[src/core/tcw_defines.vh]
`ifndef TCW_DEFINES_VH
`define TCW_DEFINES_VH
// ****************************************************************
// Register map (word offsets, not byte addresses).
// ****************************************************************
`define TCW_REG_CTRL      4'h0
`define TCW_REG_COUNT     4'h1
`define TCW_REG_COMPARE   4'h2
`define TCW_REG_FLAGS     4'h3
`define TCW_REG_PORT      4'h4
// ****************************************************************
// Control register fields.
// ****************************************************************
`define TCW_CTRL_CS_LSB   0
`define TCW_CTRL_CS_MSB   2
`define TCW_CTRL_MODE_LSB 3
`define TCW_CTRL_MODE_MSB 4
`define TCW_CTRL_ACT_LSB  5
`define TCW_CTRL_ACT_MSB  6
`define TCW_CTRL_DBUF     7
`define TCW_CTRL_FORCE    8
// ****************************************************************
// Flag and port register fields.
// ****************************************************************
`define TCW_FLAG_MATCH    0
`define TCW_FLAG_WAVE     1
`define TCW_PORT_DATA     0
`define TCW_PORT_DIR      1
// ****************************************************************
// Modes, actions, prescale selects and reset values.
// ****************************************************************
`define TCW_MODE_NORMAL   2'h0
`define TCW_MODE_CTC      2'h2
`define TCW_MODE_FAST     2'h3
`define TCW_ACT_NONE      2'h0
`define TCW_ACT_TOGGLE    2'h1
`define TCW_ACT_CLEAR     2'h2
`define TCW_ACT_SET       2'h3
`define TCW_CS_STOP       3'h0
`define TCW_CS_DIV1       3'h1
`define TCW_CS_DIV8       3'h2
`define TCW_CS_DIV64      3'h3
`define TCW_CS_DIV256     3'h4
`define TCW_CS_DIV1024    3'h5
`define TCW_CTRL_RESET    9'h000
`define TCW_COUNT_BOTTOM  8'h00
`define TCW_COUNT_MAX     8'hff
`endif

[src/core/tcw_prescale.v]
`timescale 1ns/1ps
`include "tcw_defines.vh"
// ****************************************************************
// Prescaler: one-cycle tick at clk divided by 1, 8, 64, 256, 1024.
// ****************************************************************
module tcw_prescale (
    // Clock and reset
    input  wire       clk,
    input  wire       srst,
    // Select and tick
    input  wire [2:0] sel,
    output reg        tick
);
    reg  [9:0] div_r;
    reg        hit;

    // The divider runs free so a select change never stalls the tick.
    always @(posedge clk) begin
        if (srst) begin
            div_r <= 10'h000;
        end else begin
            div_r <= div_r + 10'h001;
        end
    end

    // Tick when the low bits of the divider wrap for the chosen ratio.
    always @* begin
        case (sel)
            `TCW_CS_DIV1:    hit = 1'b1;
            `TCW_CS_DIV8:    hit = (div_r[2:0] == 3'h7);
            `TCW_CS_DIV64:   hit = (div_r[5:0] == 6'h3f);
            `TCW_CS_DIV256:  hit = (div_r[7:0] == 8'hff);
            `TCW_CS_DIV1024: hit = (div_r == 10'h3ff);
            default:         hit = 1'b0;
        endcase
        tick = hit & ~srst;
    end
endmodule

[src/core/tcw_wave.v]
`timescale 1ns/1ps
`include "tcw_defines.vh"
// ****************************************************************
// Waveform bit: applies match, force and wrap actions.
// ****************************************************************
module tcw_wave (
    // Clock and reset
    input  wire       clk,
    input  wire       srst,
    // Control
    input  wire [1:0] mode,
    input  wire [1:0] action,
    // Events
    input  wire       match,
    input  wire       force_hit,
    input  wire       wrap,
    // Result
    output reg        wave_r
);
    reg wave_nxt;

    // Mode changes never touch the bit; only events do.
    always @* begin
        wave_nxt = wave_r;
        if (mode == `TCW_MODE_FAST) begin
            if (action[1] && match) begin
                wave_nxt = ~action[0];
            end else if (action[1] && wrap) begin
                wave_nxt = action[0];
            end
        end else if (match || force_hit) begin
            case (action)
                `TCW_ACT_TOGGLE: wave_nxt = ~wave_r;
                `TCW_ACT_CLEAR:  wave_nxt = 1'b0;
                `TCW_ACT_SET:    wave_nxt = 1'b1;
                default:         wave_nxt = wave_r;
            endcase
        end
    end

    always @(posedge clk) begin
        if (srst) begin
            wave_r <= 1'b0;
        end else begin
            wave_r <= wave_nxt;
        end
    end
endmodule

[src/core/tcw_timer.v]
// The placing of the registers and register access over Avalon-MM were decided locally.
`timescale 1ns/1ps
`include "tcw_defines.vh"
module tcw_timer (
    // Clock and reset
    input  wire        clk,
    input  wire        srst,
    // Avalon-MM slave
    input  wire [3:0]  avs_address,
    input  wire        avs_read,
    input  wire        avs_write,
    input  wire [31:0] avs_writedata,
    input  wire [3:0]  avs_byteenable,
    output reg  [31:0] avs_readdata,
    output reg         avs_waitrequest,
    // Interrupt vector acknowledge from the core
    input  wire        vec_ack,
    // Pin
    output reg         pin_out,
    output reg         pin_oe,
    // Status
    output reg         match_flag_out
);
    // ****************************************************************
    // State.
    // ****************************************************************
    reg  [8:0] ctrl_r;
    reg  [7:0] count_r;
    reg  [7:0] compare_r;
    reg  [7:0] compare_buf_r;
    reg        flag_r;
    reg        port_data_r;
    reg        port_dir_r;
    reg        block_r;
    reg        force_r;
    reg        done_r;
    wire       tick;
    wire       wave;
    wire [1:0] mode   = ctrl_r[`TCW_CTRL_MODE_MSB:`TCW_CTRL_MODE_LSB];
    wire [1:0] action = ctrl_r[`TCW_CTRL_ACT_MSB:`TCW_CTRL_ACT_LSB];
    wire       dbuf   = ctrl_r[`TCW_CTRL_DBUF];
    wire       fast   = (mode == `TCW_MODE_FAST);

    // Request is taken once, then waitrequest drops for one cycle.
    wire       req    = (avs_read | avs_write) & ~done_r;
    wire       wr     = avs_write & ~done_r;
    wire       wr_lo  = wr & avs_byteenable[0];
    wire       wr_hi  = wr & avs_byteenable[1];
    wire       wr_cnt = wr_lo & (avs_address == `TCW_REG_COUNT);
    wire       wr_cmp = wr_lo & (avs_address == `TCW_REG_COMPARE);

    // ****************************************************************
    // Counter events.
    // ****************************************************************
    wire       wrap   = tick & (count_r == `TCW_COUNT_MAX);
    wire       ctc    = (mode == `TCW_MODE_CTC);
    wire       eq     = (count_r == compare_r);
    // A match is only counted once per timer tick and never right after
    // a counter write, so a written count equal to compare is silent.
    wire       match  = tick & eq & ~block_r & ~wr_cnt;
    wire       force_hit = force_r & ~fast;

    tcw_prescale u_pre (
        .clk  (clk),
        .srst (srst),
        .sel  (ctrl_r[`TCW_CTRL_CS_MSB:`TCW_CTRL_CS_LSB]),
        .tick (tick)
    );

    tcw_wave u_wave (
        .clk       (clk),
        .srst      (srst),
        .mode      (mode),
        .action    (action),
        .match     (match),
        .force_hit (force_hit),
        .wrap      (wrap & fast),
        .wave_r    (wave)
    );

    // ****************************************************************
    // Bus handshake.
    // ****************************************************************
    always @(posedge clk) begin
        if (srst) begin
            done_r <= 1'b0;
        end else begin
            done_r <= req;
        end
    end

    // ****************************************************************
    // Control, port and force strobe registers.
    // ****************************************************************
    // Action bits take effect on the next clock, not at a wrap.
    always @(posedge clk) begin
        if (srst) begin
            ctrl_r      <= `TCW_CTRL_RESET;
            port_data_r <= 1'b0;
            port_dir_r  <= 1'b0;
            force_r     <= 1'b0;
        end else begin
            force_r <= 1'b0;
            if (avs_address == `TCW_REG_CTRL) begin
                if (wr_lo) begin
                    ctrl_r[7:0] <= avs_writedata[7:0];
                end
                if (wr_hi) begin
                    force_r <= avs_writedata[`TCW_CTRL_FORCE];
                end
            end
            if (wr_lo && avs_address == `TCW_REG_PORT) begin
                port_data_r <= avs_writedata[`TCW_PORT_DATA];
                port_dir_r  <= avs_writedata[`TCW_PORT_DIR];
            end
        end
    end

    // ****************************************************************
    // Counter: software write has priority over counting.
    // ****************************************************************
    always @(posedge clk) begin
        if (srst) begin
            count_r <= `TCW_COUNT_BOTTOM;
            block_r <= 1'b0;
        end else begin
            if (wr_cnt) begin
                count_r <= avs_writedata[7:0];
                block_r <= 1'b1;
            end else if (tick) begin
                block_r <= 1'b0;
                // The forced strobe never clears the counter.
                if (ctc && match) begin
                    count_r <= `TCW_COUNT_BOTTOM;
                end else begin
                    count_r <= count_r + 8'h01;
                end
            end
        end
    end

    // ****************************************************************
    // Compare value and its buffer.
    // ****************************************************************
    // With buffering, software sees only the buffer; the active value
    // moves at the wrap so a period is never cut short.
    always @(posedge clk) begin
        if (srst) begin
            compare_r     <= `TCW_COUNT_BOTTOM;
            compare_buf_r <= `TCW_COUNT_BOTTOM;
        end else begin
            if (wr_cmp) begin
                compare_buf_r <= avs_writedata[7:0];
                if (!dbuf) begin
                    compare_r <= avs_writedata[7:0];
                end
            end else if (!dbuf) begin
                compare_buf_r <= compare_r;
            end
            if (dbuf && wrap) begin
                compare_r <= compare_buf_r;
            end
        end
    end

    // ****************************************************************
    // Match flag: hardware set wins over clear.
    // ****************************************************************
    always @(posedge clk) begin
        if (srst) begin
            flag_r <= 1'b0;
        end else if (match) begin
            flag_r <= 1'b1;
        end else if (vec_ack || (wr_lo && avs_address == `TCW_REG_FLAGS &&
                                 avs_writedata[`TCW_FLAG_MATCH])) begin
            flag_r <= 1'b0;
        end
    end

    // ****************************************************************
    // Pin: waveform replaces port data when action is non-zero.
    // ****************************************************************
    // Compare at 00 gives a one-tick spike and ff a steady level, both
    // falling out of the match/wrap ordering.
    always @(posedge clk) begin
        if (srst) begin
            pin_out        <= 1'b0;
            pin_oe         <= 1'b0;
            match_flag_out <= 1'b0;
        end else begin
            pin_out <= (action != `TCW_ACT_NONE) ? wave : port_data_r;
            pin_oe  <= port_dir_r;
            match_flag_out <= flag_r;
        end
    end

    // ****************************************************************
    // Read data.
    // ****************************************************************
    always @(posedge clk) begin
        if (srst) begin
            avs_readdata    <= 32'h00000000;
            avs_waitrequest <= 1'b1;
        end else begin
            avs_waitrequest <= ~req;
            avs_readdata    <= 32'h00000000;
            if (avs_read && !done_r) begin
                case (avs_address)
                    `TCW_REG_CTRL:    avs_readdata[7:0] <= ctrl_r[7:0];
                    `TCW_REG_COUNT:   avs_readdata[7:0] <= count_r;
                    `TCW_REG_COMPARE: avs_readdata[7:0] <= compare_buf_r;
                    `TCW_REG_FLAGS:   avs_readdata[1:0] <= {wave, flag_r};
                    `TCW_REG_PORT:    avs_readdata[1:0] <=
                                          {port_dir_r, port_data_r};
                    default:          avs_readdata    <= 32'h00000000;
                endcase
            end
        end
    end
endmodule

[config.mk]
export PLATFORM = sky130hd
export DESIGN_NAME = tcw_timer
export DESIGN_NICKNAME = d
export VERILOG_FILES = /design/src/core/tcw_prescale.v /design/src/core/tcw_wave.v /design/src/core/tcw_timer.v
export VERILOG_INCLUDE_DIRS = /design/src /design/src/core
export SDC_FILE = /design/constraint.sdc
export NUM_CORES = 1
export LEC_CHECK = 0
export ABC_AREA = 1
export BUFFER_PORTS_ARGS = -buffer_cell sky130_fd_sc_hd__buf_2
export CELL_PAD_IN_SITES_DETAIL_PLACEMENT = 1
export CELL_PAD_IN_SITES_GLOBAL_PLACEMENT = 1
export CORE_MARGIN = 3
export CORE_UTILIZATION = 35
export CTS_BUF_LIST = sky130_fd_sc_hd__clkbuf_8
export DETAILED_ROUTE_END_ITERATION = 10
export PLACE_DENSITY = 0.79
export SETUP_SLACK_MARGIN = 0.2
export SLEW_MARGIN = 20
export SYNTH_ARGS = -nofsm -noshare
export SYNTH_HDL_FRONTEND = slang
export SYNTH_SLANG_ARGS = --single-unit
[constraint.sdc]
create_clock -name clk -period 2.15 [get_ports clk]
set_input_delay 0.43 -clock clk [delete_from_list [all_inputs] [get_ports clk]]
set_output_delay 0.43 -clock clk [all_outputs]
set_load 0.01 [all_outputs]
==> flow_metrics.tcl <==
set metrics [dict create \
    ioPinCount 81 \
    clockBufferDepth 2 \
    synthTopCellsByArea "dfxtp_1, nand2_1, inv_1, nor2_1, buf_4" \
    synth_cell_types 39 \
    finalCritPeriodShare_pct 89.2 \
    core_um2 8850 \
    antenna_left 0 \
    seq_area_um2 1230 \
    p_per_area_nw_per_um2 702 \
    area_delta_synth_final_pct 20.4 \
    dpl.cell_count 615 \
    clk_pin_slew_ps 80 \
    avgSynthCellArea_um2 6.92 \
    wl_um 9920 \
    arrival_ps 2150 \
    fillers 1150 \
    placementRows 34 \
    synthCells 469 \
    grt.overflow.total 0 \
    port_buffers 31 \
    endpoint_kind "flip-flop" \
    cts_sinks 61 \
    drv_slew 0 \
    drcViolationCount 0 \
    synthFlopType "dfxtp_1" \
    dieArea_um2 10500 \
    groute.usage.overall_pct 19.9 \
    rr_startpoint "u_pre.div_r[1]$_SDFF_PP0_" \
    final_layout_size_suffix_gt1_share_pct 20.7 \
    setup_tns_ps 0 \
    root_buffer "clkbuf_8" \
    clock_latency_ps 350 \
    drtIter0Drc 118 \
    hold_depth 3 \
    drt_first_pass_iters 4 \
    synth-async-reset-ratio_pct 0 \
    antenna_found_initial 0 \
    rsz0062_at_grt "true" \
    holdBufCountCts 0 \
    place.gp.congestion 0.892 \
    ir_drop_uv 271 \
    p_total_uw 2740 \
    startpoint "u_pre.div_r[1]$_SDFF_PP0_" \
    max_freq_mhz 521 \
    whs_ps 346 \
    p_leak_uw 0.00172 \
    clkPwrFrac_pct 51.3 \
    hold_start "avs_byteenable[1]" \
    hp-class "in2reg" \
    p_comb_share_pct 6.5 \
    synthesis.area_um2 3250 \
    synth_enable_flop_cells 0 \
    dp_hpwl_um 7370 \
    vias 3167 \
    grt_pass1_vias 3363 \
    yosys_warnings 0 \
    synth-seq-area-share_pct 37.6 \
    die_x_um 102 \
    die_h_um 102 \
    grt_pass1_wl_um 16100 \
    crit_required_ps 2380 \
    numCtsBuffers 9 \
    place_ws_ps 249 \
    start_util_pct 36.7 \
    yosys.area.top_type "dfxtp_1" \
    antenna_cells_inserted 0 \
    nets 570 \
    p_int_uw 2100 \
    wl_per_cell_um 15.6 \
    rr_worst_depth 11 \
    worst-setup-path-type "reg2reg" \
    pwr-share-seq_pct 42.2 \
    multi_input_area_um2 1660 \
    min_period_ps 1920 \
    cts_tree "built" \
    crit_path_start_kind "flip-flop" \
    htree_num_levels 3 \
    finalSetupViolCount 0 \
    status "finished, final reports clean" \
    stdcell_count 635 \
    finClkSkew_ps 8.98 \
    sw_frac_of_total_pct 23.5 \
    yosysTopAreaCellShare_pct 37.6 \
    yosys_register_bits 61 \
    hold_violations 0 \
    drv_cap 0 \
    grt_max_degree 25 \
    cp_max_fo 7 \
    switchingPower_uw 645 \
    vias_per_cell 4.99 \
    layout_setup_ws_ps 232 \
]
Yosys cell counts, types with 2 or more instances:
cell type	instances
nand2_2	4
o21bai_1	2
nor2_1	59
nand3_4	2
a21oi_1	27
a31oi_1	6
nor2_4	5
nand4_1	2
o21a_1	4
a221oi_1	2
ha_1	3
nor2_2	2
o21ai_1	5
clkbuf_1	4
inv_1	74
o22ai_1	12
o21ai_0	31
buf_4	24
dfxtp_1	61
xor2_1	5
nor3_1	5
inv_2	2
nand3_1	12
o221ai_1	2
nand3_2	4
nand2_1	97
cell families after synthesis:
kind of cell / count (synthesis) / share of synthesized area (%)
flip-flops: 61 / 37.6
other: 1 / 0.116
AO/OA/AOI/OAI: 97 / 17.6
buffers and inverters: 109 / 15.7
AND/OR/NAND/NOR: 193 / 26.5
XOR/XNOR: 5 / 1.35
adder cells (fa/ha/maj): 3 / 1.16
path summary, 6_finish.rpt:
path                                    end  slack [ps]
hold / removal           force_r$_SDFF_PP0_         350
setup / recovery  compare_r[0]$_SDFFE_PP0P_         230
hold reg to reg           pin_oe$_SDFF_PP0_         450
setup reg to reg  compare_r[0]$_SDFFE_PP0P_         230
layout make-up:
class,instances,share of cell area [%]
Tap cell,108,3.46
Timing Repair Buffer,50,7.91
Inverter,78,7.66
Clock inverter,7,3.75
Multi-Input combinational cell,322,42.6
Clock buffer,9,3.17
Sequential cell,61,31.5
power groups by stage:
stage                     Combinational [uW]  Clock [uW]  Sequential [uW]
after floorplan                          131           0             1180
after global placement                   160           0             1180
after detailed placement                 167           0             1180
after CTS                                168        1420             1150
after global routing                     201        1480             1160
final                                    179        1400             1160
critical path, cell delays in order (launching register included):
cell and delay, ps:
dfxtp_2 350, ha_4 160, ha_1 140, nand2_1 60, a31oi_2 180, nand3_4 160, inv_4 100, nand3_4 80
o21ai_4 100, clkinvlp_4 250, nand2_1 140, a21oi_1 70
placed cells by master (no fill, tap or decap), drive strengths merged, types with 4 or more instances in the layout:
cell      n
bufinv    4
o21ai    38
nand3    18
a21oi    28
dfxtp    61
nor2     66
o21a      4
xor2      5
buf      50
inv      77
o22ai    12
clkbuf    9
conb     24
nor3      5
nand2   101
a31oi     7
stage by stage:
step	instance area, um2	utilization [%]
after floorplan	3330	-
after global placement	3520	39.8
after detailed placement	3520	39.8
after CTS	3790	42.8
after global routing	3910	44.1
final	3910	44.1
flip-flops by register name, summed over array words and instances, names as in the netlist, 8 cells and up:
signal,count
u_pre.div_r,10
compare_r,8
count_r,8
ctrl_r,8
compare_buf_r,8
avs_readdata,8
timing repair:
| item | CTS | global route |
|---|---|---|
| setup endpoints to repair | 0 | 17 |
| resized for setup | 0 | 27 |
| buffers inserted | 0 | 4 |
| hold endpoints to repair | 0 | 0 |
per-layer routing:
layer	track usage, %	part of all wire, %
met1	23.2	41
met5	0	0
met2	36.4	52
met3	3.28	4.8
met4	7.77	1.6
(Power assumes the default switching activity.)
